### config.mk
export PLATFORM = sky130hd
export DESIGN_NAME = irs_slave
export DESIGN_NICKNAME = d
export VERILOG_FILES = /design/src/irs_pkg.sv /design/src/irs_sync.sv /design/src/irs_cond.sv /design/src/irs_slave.sv
export SDC_FILE = /design/constraint.sdc
export NUM_CORES = 1
export LEC_CHECK = 0
export BUFFER_PORTS_ARGS = -buffer_cell sky130_fd_sc_hd__buf_4
export CAP_MARGIN = 10
export CORE_UTILIZATION = 44
export CTS_CLUSTER_SIZE = 20
export DETAILED_ROUTE_END_ITERATION = 7
export SLEW_MARGIN = 10
export SYNTH_ARGS = -nofsm -noshare
export SYNTH_HDL_FRONTEND = slang
export SYNTH_SLANG_ARGS = --single-unit
### constraint.sdc
create_clock -name clk_sys -period 2.33 [get_ports clk_sys]
set_input_delay 0.1165 -clock clk_sys [delete_from_list [all_inputs] [get_ports clk_sys]]
set_output_delay 0.1165 -clock clk_sys [all_outputs]
set_load 0.01 [all_outputs]
### src/irs_pkg.sv
package irs_pkg;
	localparam logic [6:0] IRS_DEV_ADDR = 7'h57;
	localparam logic [7:0] IRS_FIFO_ADDR = 8'h07;
	localparam logic [7:0] IRS_PTR_RST = 8'h00;
	localparam logic [7:0] IRS_BYTE_RST = 8'h00;
	localparam logic [3:0] IRS_CNT_RST = 4'h0;
	localparam logic [3:0] IRS_BYTE_BITS = 4'h8;
	localparam logic [3:0] IRS_RW_IDX = 4'h7;
	localparam logic [3:0] IRS_ADDR_MSB = 4'h6;
	localparam logic [3:0] IRS_BIT_MSB = 4'h7;
	localparam logic IRS_LINE_IDLE = 1'b1;
	localparam logic [1:0] IRS_SYNC_RST = 2'h3;
	typedef enum logic [2:0] {
		irs_st_idle = 3'b000,
		irs_st_addr = 3'b001,
		irs_st_write = 3'b010,
		irs_st_read = 3'b011,
		irs_st_skip = 3'b100
	} irs_state_e;
endpackage : irs_pkg

### src/irs_sync.sv
`timescale 1ns/1ns
`default_nettype none
module irs_sync
	import irs_pkg::*;
#(
	parameter int unsigned W = 2,
	parameter logic [W-1:0] RST = '1
) (
	input wire logic clk_sys,
	input wire logic arst_n,
	input wire logic [W-1:0] d,
	output logic [W-1:0] q
);
	logic [W-1:0] meta;

	// First stage feeds only the second stage
	always_ff @(posedge clk_sys or negedge arst_n) begin
		if (!arst_n) begin
			meta <= RST;
			q <= RST;
		end else begin
			meta <= d;
			q <= meta;
		end
	end
endmodule : irs_sync
`default_nettype wire

### src/irs_cond.sv
`timescale 1ns/1ns
`default_nettype none
module irs_cond
	import irs_pkg::*;
(
	input wire logic clk_sys,
	input wire logic arst_n,
	input wire logic scl_s,
	input wire logic sda_s,
	output logic scl_hi,
	output logic scl_rise,
	output logic scl_fall,
	output logic start_c,
	output logic stop_c
);
	logic scl_p;
	logic sda_p;

	always_ff @(posedge clk_sys or negedge arst_n) begin
		if (!arst_n) begin
			scl_p <= IRS_LINE_IDLE;
			sda_p <= IRS_LINE_IDLE;
		end else begin
			scl_p <= scl_s;
			sda_p <= sda_s;
		end
	end

	// Both lines share one synchroniser, so their skew stays fixed
	always_comb begin
		scl_hi = scl_s;
		scl_rise = scl_s & ~scl_p;
		scl_fall = ~scl_s & scl_p;
		start_c = scl_s & scl_p & sda_p & ~sda_s;
		stop_c = scl_s & scl_p & ~sda_p & sda_s;
	end
endmodule : irs_cond
`default_nettype wire

### src/irs_slave.sv
`timescale 1ns/1ns
`default_nettype none
module irs_slave
	import irs_pkg::*;
(
	input wire logic clk_sys,
	input wire logic arst_n,
	input wire logic scl_in,
	input wire logic sda_in,
	output logic sda_out,
	output logic sda_oe,
	output logic [7:0] reg_addr,
	output logic reg_wr_en,
	output logic [7:0] reg_wr_data,
	output logic reg_rd_en,
	input wire logic [7:0] reg_rd_data,
	output logic fifo_pop,
	output logic busy
);
	logic scl_s;
	logic sda_s;
	logic scl_hi;
	logic scl_rise;
	logic scl_fall;
	logic start_c;
	logic stop_c;

	irs_state_e state;
	irs_state_e next_state;
	logic [3:0] cnt;
	logic [3:0] next_cnt;
	logic ack_ph;
	logic next_ack_ph;
	logic rw;
	logic next_rw;
	logic first;
	logic next_first;
	logic start_hi;
	logic next_start_hi;
	logic [7:0] shreg;
	logic [7:0] next_shreg;
	logic next_sda_oe;
	logic [7:0] next_reg_addr;
	logic next_reg_wr_en;
	logic [7:0] next_reg_wr_data;
	logic next_reg_rd_en;
	logic next_fifo_pop;
	logic next_busy;

	irs_sync #(
		.W(2),
		.RST(IRS_SYNC_RST)
	) u_sync (
		.clk_sys(clk_sys),
		.arst_n(arst_n),
		.d({scl_in, sda_in}),
		.q({scl_s, sda_s})
	);

	irs_cond u_cond (
		.clk_sys(clk_sys),
		.arst_n(arst_n),
		.scl_s(scl_s),
		.sda_s(sda_s),
		.scl_hi(scl_hi),
		.scl_rise(scl_rise),
		.scl_fall(scl_fall),
		.start_c(start_c),
		.stop_c(stop_c)
	);

	// Open drain: the pin only ever pulls low, scl is never driven
	assign sda_out = 1'b0;

	always_comb begin
		next_state = state;
		next_cnt = cnt;
		next_ack_ph = ack_ph;
		next_rw = rw;
		next_first = first;
		next_shreg = shreg;
		next_sda_oe = sda_oe;
		next_reg_addr = reg_addr;
		next_reg_wr_en = 1'b0;
		next_reg_wr_data = reg_wr_data;
		next_reg_rd_en = 1'b0;
		next_fifo_pop = 1'b0;
		next_start_hi = start_hi;
		// Read data must be valid in the strobe cycle; it is caught here
		if (reg_rd_en) begin
			next_shreg = reg_rd_data;
			if (reg_addr != IRS_FIFO_ADDR) begin
				next_reg_addr = 8'(reg_addr + 8'h01);
			end
		end
		if (start_c) begin
			next_start_hi = 1'b1;
		end else if (!scl_hi) begin
			// Any low clock closes the start's own high phase
			next_start_hi = 1'b0;
		end
		if (start_c) begin
			// Repeated start keeps the pointer
			next_state = irs_st_addr;
			next_cnt = IRS_CNT_RST;
			next_ack_ph = 1'b0;
			next_sda_oe = 1'b0;
		end else if (stop_c && !start_hi) begin
			next_state = irs_st_idle;
			next_cnt = IRS_CNT_RST;
			next_ack_ph = 1'b0;
			next_sda_oe = 1'b0;
		end else begin
			case (state)
				irs_st_idle: begin
					next_sda_oe = 1'b0;
				end
				irs_st_skip: begin
					next_sda_oe = 1'b0;
				end
				irs_st_addr: begin
					if (scl_rise && !ack_ph) begin
						next_shreg = {shreg[6:0], sda_s};
						next_cnt = 4'(cnt + 4'h1);
						if (cnt < IRS_RW_IDX) begin
							if (sda_s != IRS_DEV_ADDR[3'(IRS_ADDR_MSB - cnt)]) begin
								next_state = irs_st_skip;
							end
						end else begin
							next_rw = sda_s;
						end
					end else if (scl_rise && ack_ph && rw) begin
						next_reg_rd_en = 1'b1;
						next_fifo_pop = (reg_addr == IRS_FIFO_ADDR);
					end else if (scl_fall && !ack_ph && cnt == IRS_BYTE_BITS) begin
						next_ack_ph = 1'b1;
						next_sda_oe = 1'b1;
					end else if (scl_fall && ack_ph) begin
						next_ack_ph = 1'b0;
						next_cnt = IRS_CNT_RST;
						if (rw) begin
							next_state = irs_st_read;
							next_sda_oe = ~shreg[7];
						end else begin
							next_state = irs_st_write;
							next_first = 1'b1;
							next_sda_oe = 1'b0;
						end
					end
				end
				irs_st_write: begin
					if (scl_rise && !ack_ph) begin
						next_shreg = {shreg[6:0], sda_s};
						next_cnt = 4'(cnt + 4'h1);
					end else if (scl_fall && !ack_ph && cnt == IRS_BYTE_BITS) begin
						next_ack_ph = 1'b1;
						next_sda_oe = 1'b1;
						if (first) begin
							next_reg_addr = shreg;
						end else begin
							next_reg_wr_en = 1'b1;
							next_reg_wr_data = shreg;
						end
					end else if (scl_fall && ack_ph) begin
						next_ack_ph = 1'b0;
						next_cnt = IRS_CNT_RST;
						next_sda_oe = 1'b0;
						if (first) begin
							next_first = 1'b0;
						end else begin
							next_reg_addr = 8'(reg_addr + 8'h01);
						end
					end
				end
				irs_st_read: begin
					if (scl_rise && !ack_ph) begin
						next_cnt = 4'(cnt + 4'h1);
					end else if (scl_fall && !ack_ph) begin
						if (cnt == IRS_BYTE_BITS) begin
							next_ack_ph = 1'b1;
							next_sda_oe = 1'b0;
						end else begin
							next_sda_oe = ~shreg[3'(IRS_BIT_MSB - cnt)];
						end
					end else if (scl_rise && ack_ph) begin
						if (!sda_s) begin
							next_reg_rd_en = 1'b1;
							next_fifo_pop = (reg_addr == IRS_FIFO_ADDR);
						end else begin
							// Not acknowledged: stay off the bus until STOP or START
							next_state = irs_st_skip;
							next_ack_ph = 1'b0;
						end
					end else if (scl_fall && ack_ph) begin
						next_ack_ph = 1'b0;
						next_cnt = IRS_CNT_RST;
						next_sda_oe = ~shreg[7];
					end
				end
				default: begin
					next_state = irs_st_idle;
					next_sda_oe = 1'b0;
				end
			endcase
		end
		next_busy = (next_state == irs_st_write) || (next_state == irs_st_read);
	end

	always_ff @(posedge clk_sys or negedge arst_n) begin
		if (!arst_n) begin
			state <= irs_st_idle;
			cnt <= IRS_CNT_RST;
			ack_ph <= 1'b0;
			rw <= 1'b0;
			first <= 1'b0;
			start_hi <= 1'b0;
			shreg <= IRS_BYTE_RST;
			sda_oe <= 1'b0;
			reg_addr <= IRS_PTR_RST;
			reg_wr_en <= 1'b0;
			reg_wr_data <= IRS_BYTE_RST;
			reg_rd_en <= 1'b0;
			fifo_pop <= 1'b0;
			busy <= 1'b0;
		end else begin
			state <= next_state;
			cnt <= next_cnt;
			ack_ph <= next_ack_ph;
			rw <= next_rw;
			first <= next_first;
			start_hi <= next_start_hi;
			shreg <= next_shreg;
			sda_oe <= next_sda_oe;
			reg_addr <= next_reg_addr;
			reg_wr_en <= next_reg_wr_en;
			reg_wr_data <= next_reg_wr_data;
			reg_rd_en <= next_reg_rd_en;
			fifo_pop <= next_fifo_pop;
			busy <= next_busy;
		end
	end
endmodule : irs_slave
`default_nettype wire

==> Word level (Yosys, flattened, before mapping) <==
Memory sizes are Yosys's and may differ from the RTL's.
Index checks and enable logic that the tools add are counted.
{ "op_classes": {"addsub": 4, "reduce_logical": 21, "magnitude_cmp": 3, "n_bitwise": 18, "n_mux": 106, "eq_ne": 32} }
{ "ops": {"columns": ["op", "count"], "rows": [
  ["2-to-1 mux 8 bit", 15],
  ["2-to-1 mux 1 bit", 61],
  ["2-to-1 mux 4 bit", 10],
  ["inequality test 5 bit, second input constant", 8],
  ["2-to-1 mux 3 bit", 12],
  ["inequality test 2 bit, second input constant", 9],
  ["inequality test 4 bit, second input constant", 4],
  ["== test 3 x 2 -> 1 bit, second input constant", 4],
  ["case mux 4 bit (3 select lines)", 1],
  ["NOT 1 bit", 11],
  ["AND reduction 11 bit", 1],
  ["case mux 3 bit (3 select lines)", 1],
  ["adder 8 x 1 -> 8 bit, second input constant", 1],
  ["== test 8 x 3 -> 1 bit, second input constant", 1],
  ["< comparator 3 x 4 -> 1 bit, second input constant", 2],
  ["inequality test 8 x 3 -> 1 bit, second input constant", 1],
  ["AND reduction 8 bit", 1],
  ["bitwise AND 1 bit", 7],
  ["logical AND 1 bit", 7],
  ["AND reduction 7 bit", 1],
  ["inequality test 6 x 5 -> 1 bit, second input constant", 1],
  ["case mux 1 bit (2 select lines)", 3],
  ["case mux 1 bit (3 select lines)", 2],
  ["AND reduction 6 bit", 1],
  ["other kinds (17)", 19]
]} }
{ "totals": {"wordCells": 203, "mem_count": 1, "inputBits": 12, "register_bits": 46, "mem_bits_ro": 8, "output_inout_bits": 22} }
{ "memory_table": {"columns": ["memory", "words", "word_bits", "rd", "rd_ports_with_merged_regs", "wr", "line_no", "text"], "rows": [
  ["(name not given)", 8, 1, 1, 0, 0, "irs_slave.sv:126", "if (sda_s != IRS_DEV_ADDR[3'(IRS_ADDR_MSB - cnt)]) begin"]
]} }

==> Logic depth before layout (Yosys ltp) <==
{ "logic_depth": {"word_depth": 12, "ltp_mapped": 7, "depth_no_buf": 7} }

==> Cells and area by module <==
From an unflattened synthesis, not the netlist that was laid out.
{ "unflattened": {"hier_cells": 270, "hier_area_um2": 2650.0} }
{ "by_module_without_submodules": {"columns": ["mod", "cells_per_inst", "n_inst", "seq_area_each_um2", "area_each_um2"], "rows": [
  ["irs_slave", 259, 1, 1001.0, 2452.4],
  ["irs_sync", 4, 1, 105.1, 105.1],
  ["irs_cond", 7, 1, 52.6, 92.6]
]} }

==> Worst setup path before layout <==
Ideal clock, no wire load.
{ "synth_path": {"path_kind": "register to register", "from": "register reg_addr[4]", "to": "register reg_addr[0]", "path_stages_with_launch": 6, "slack_ns": 0.258, "synth_period_minus_slack_ns": 2.072, "arrival_time_ns": 2.007, "path_buffers": 0, "required_ns": 2.265, "setup_time_ns": 0.065, "path_cell_list": "dfrtp_1 -> or4_4 -> o31ai_4 -> mux2_4 -> a221oi_2 -> o22a_1"} }
{ "synth_via": {"elab_chain_cells": 10, "word_cells_on_any_way": 11, "cone_classes": "eq/ne (1); mux (10)"} }
{ "synth_rtl": {"columns": ["item", "line_no", "text"], "rows": [
  ["start, declared", "irs_slave.sv:12", "output logic [7:0] reg_addr,"],
  ["start signal, assigned", "irs_slave.sv:234", "reg_addr <= next_reg_addr;"],
  ["inequality test 8 x 3 -> 1 bit *", "irs_slave.sv:92", "if (reg_addr != IRS_FIFO_ADDR) begin"],
  ["2-to-1 mux 8 bit *", "irs_slave.sv:92", null],
  ["2-to-1 mux 8 bit *", "irs_slave.sv:90", "if (reg_rd_en) begin"],
  ["2-to-1 mux 8 bit", "irs_slave.sv:168", "if (first) begin"],
  ["2-to-1 mux 8 bit", "irs_slave.sv:164", "end else if (scl_fall && ack_ph) begin"],
  ["2-to-1 mux 8 bit", "irs_slave.sv:155", "end else if (scl_fall && !ack_ph && cnt == IRS_BYTE_BITS) begin"],
  ["2-to-1 mux 8 bit", "irs_slave.sv:152", "if (scl_rise && !ack_ph) begin"],
  ["2-to-1 mux 8 bit", "irs_slave.sv:114", "case (state)"],
  ["2-to-1 mux 8 bit", "irs_slave.sv:108", "end else if (stop_c && !start_hi) begin"],
  ["2-to-1 mux 8 bit *", "irs_slave.sv:102", "if (start_c) begin"],
  ["net next_reg_addr[0]", "irs_slave.sv:43", "logic [7:0] next_reg_addr;"]
]} }
The timed path passes the listed nets; every way through them passes the cells marked *.
A chain may end at the register's enable or synchronous reset.

==> Final worst setup path <==
{ "layout_path": {"from": "register reg_addr[5]", "to": "register reg_addr[0]"} }
The elaborated chain is that of the path after synthesis.

==> flow_metrics.env <==
export IMPL_run_status="finished, final reports clean"
export IMPL_hold_path_startpoint="reg_rd_data[4]"
export IMPL_crit_path_top_delay_cell="or4_4"
export IMPL_cp_start_kind="flop"
export IMPL_critical_path_peak_fanout=6
export IMPL_total_half_perimeter_wirelength_after_legalization_and_detailed_placement_mm=4.40
export IMPL_vias_per_cell=5.51
export IMPL_worst_setup_hold_path_clk_slew_ps=90
export IMPL_first_global_vias=1976
export IMPL_clock_tree_from_tritoncts="yes"
export IMPL_initial_utilization_pct=45.8
export IMPL_core_um2=5920
export IMPL_detail_route_wl_per_cell_um=15.9
export IMPL_highest_signal_layer="met4"
export IMPL_post_route_drc_count=0
export IMPL_synth_seq_area_share_pct=42.8
export IMPL_timing_hold_ws_ps=100
export IMPL_hold_viol=0
export IMPL_tritoncts_num_buffers=5
export IMPL_hold_depth=3
export IMPL_max_slew_margin_rel_pct=60.8
export IMPL_tritoncts_num_sinks=46
export IMPL_dr_pass1_iters=4
export IMPL_mappedNetlistNets=286
export IMPL_synth_area_leader_cell="dfrtp_1"
export IMPL_post_synth_top_area_fraction_pct=37.0
export IMPL_setup_viol_count_final=0
export IMPL_fin_worst_skew_ps=7.76
export IMPL_placement_io_buffers=32
export IMPL_synth_edf_count=0
export IMPL_grt_usage_pct=20.9
export IMPL_report_power_total_mw=1.81
export IMPL_p_leak_nw=1.42
export IMPL_detail_route_wirelength_mm=6.11
export IMPL_cts_path_max_buffers=2
export IMPL_detailroute_via_count=2121
export IMPL_synth_distinct_cells=62
export IMPL_met2WireLength_mm=2.72
export IMPL_routed_metal_1_wire_length_mm=3.12
export IMPL_detailedRoute_firstIterationViolations=99
export IMPL_critPathArrivalTime_ps=2350
export IMPL_power_density_cell_area_nw_per_um2=565
export IMPL_ios=34
export IMPL_gp_congestion=0.812
export IMPL_drv_max_cap_violation_count=0
export IMPL_synthArstFlopShare_pct=100
export IMPL_number_of_nets_with_antenna_violations_after_routing=0
export IMPL_synthesis_area_per_instance_um2=10.0
export IMPL_max_stage_delay_ps=570
export IMPL_crit_chain="or4_4, o31ai_4, mux2_4, a221oi_2, o22a_1"
export IMPL_num_fill_cells=540
export IMPL_worstHoldPathType="input port to flop"
export IMPL_chipHeight_um=80.5
export IMPL_area_sequential_um2=1160
export IMPL_synth_top_flop_cell="dfrtp_1"
export IMPL_worst_skew_pair_late_latency_ps=300
export IMPL_crit_reg2reg_launch="reg_addr[5]$_DFF_PN0_"
export IMPL_timing_final_crit_share_pct=90.1
export IMPL_floorplan_die_area_um2=6470
export IMPL_tightestPinTransition_ps=588
export IMPL_layout_drive_gt1_share_pct=27.1
export IMPL_antenna_violations_before_repair=0
export IMPL_rows=28
export IMPL_report_final_slew_viol_count=0
export IMPL_cts_setup_buffers=0
export IMPL_reg2reg_depth=5
export IMPL_top_post_synthesis_cells_by_area="dfrtp_1 37%, dfstp_2 5.8%, mux2_2 4.2%"
export IMPL_synth_cells=270
export IMPL_synth_seq_cells=46
export IMPL_yosys_warnings=0
export IMPL_synthMostInstantiatedCell="dfrtp_1"
export IMPL_setup_tns_final_ps=0
export IMPL_max_freq_ghz=0.476
export IMPL_grt_overflow_total=0
export IMPL_area_growth_synth_to_final_pct=18.3
export IMPL_power_ir_vdd_worst_v=0.000357
export IMPL_critPathCaptureType="flop"
export IMPL_path_class="flop to flop"
export IMPL_multi_input_area_um2=1460
export IMPL_grt_first_pass_wirelength_mm=10.1
export IMPL_insertedDiodeCount=0
export IMPL_final_net_count=325
export IMPL_synthesis_area_um2=2710
export IMPL_yosys_top_cells_count="40 x dfrtp_1, 23 x nand2_1, 20 x nor2_1, 18 x o21ai_0, 12 x a21oi_1"
export IMPL_buffer_cell_driving_the_clock_tree_root="clkbuf_8"
export IMPL_dieWidth_um=80.5
export IMPL_wl_met3_um=221
export IMPL_h_tree_depth=2
export IMPL_req_time_crit_path_ps=2580
export IMPL_timing_critical_path_from="reg_addr[5]$_DFF_PN0_"
export IMPL_rsz0062_at_grt="no"
export IMPL_grt_start_max_net_pins=47
export IMPL_final_period_minus_worst_setup_slack_ps=2100
cells in the final DEF (no fill, tap or decap), drive strengths merged, types with 7 or more instances in the layout:
cell	synthesis	routed
a21oi	14	14
buf	10	44
dfrtp	40	40
inv	6	7
mux2	12	12
mux2i	8	8
nand2	23	23
nand3	10	10
nor2	20	20
nor3	8	8
o21ai	18	18
xnor2	8	8
cell families (layout without fill, tap and decap cells):
group / count (synthesis) / in the layout / share of synthesized area (%)
adder cells (fa/ha/maj): 4 / 4 / 1.85
AO/OA/AOI/OAI: 69 / 69 / 18.8
flip-flops: 46 / 46 / 42.8
buffers and inverters: 21 / 61 / 3.42
other: 1 / 1 / 0.138
multiplexers: 22 / 22 / 9.75
AND/OR/NAND/NOR: 96 / 96 / 19.7
XOR/XNOR: 11 / 11 / 3.56
worst max-delay path, delay by kind of cell, from the launching register on:
kind	cells	cell delay, ps
AO/OA/AOI/OAI	3	690
multiplexers	1	330
AND/OR/NAND/NOR	1	570
flip-flops	1	460
layout make-up:
class                      count  area share (%)
multi-input combinational    203            45.5
sequential                    46            36.1
timing repair buffer          47            11.2
tap                           75            2.93
clock buffer                   5            2.15
clock inverter                 3            1.37
inverter                       6           0.703
stage by stage:
stage	std cells	setup WS [ps]	instance area, µm²	util (%)
3_3_place_gp	374	278	3060	51.7
2_1_floorplan	270	258	2710	-
3_5_place_dp	374	244	3060	51.7
4_1_cts	385	218	3210	54.1
6_report	385	230	3210	54.1
5_1_grt	385	141	3210	54.1
report_power, final:
group | internal, mW | total [mW] | switching [mW]
logic | 0.114 | 0.213 | 0.0990
clock network | 0.322 | 0.610 | 0.288
registers | 0.871 | 0.989 | 0.118
state kept, by name (all words and copies together) (netlist names), 2 cells and up:
name and cells:
cnt 4, state 3, reg_wr_data 8, shreg 8
reg_addr 8, u_sync.meta 2, u_sync.q 2
repair_timing:
item / CTS / global route
hold buffers: 3 / 0
endpoints found under the hold margin: 42 / 0
resized for setup: 0 / 0
metal layers:
layer  vias up  track usage [%]
met1      1013             31.9
met2        36             30.9
met3         5             3.18
met5         -                0
met4         0             4.82
li1       1067                -
path summary, 6_finish.rpt:
check,to,slack (ps)
max in group asynchronous,cnt[2]$_DFFE_PN0P_,1580
min in group asynchronous,cnt[3]$_DFFE_PN0P_,360
worst max-delay path,reg_addr[0]$_DFF_PN0_,230
worst min-delay path,shreg[4]$_DFF_PN0_,100
worst max register to register,reg_addr[0]$_DFF_PN0_,230
worst min register to register,u_sync.q[1]$_DFF_PN1_,360
Power figures use the tool's default switching activity.
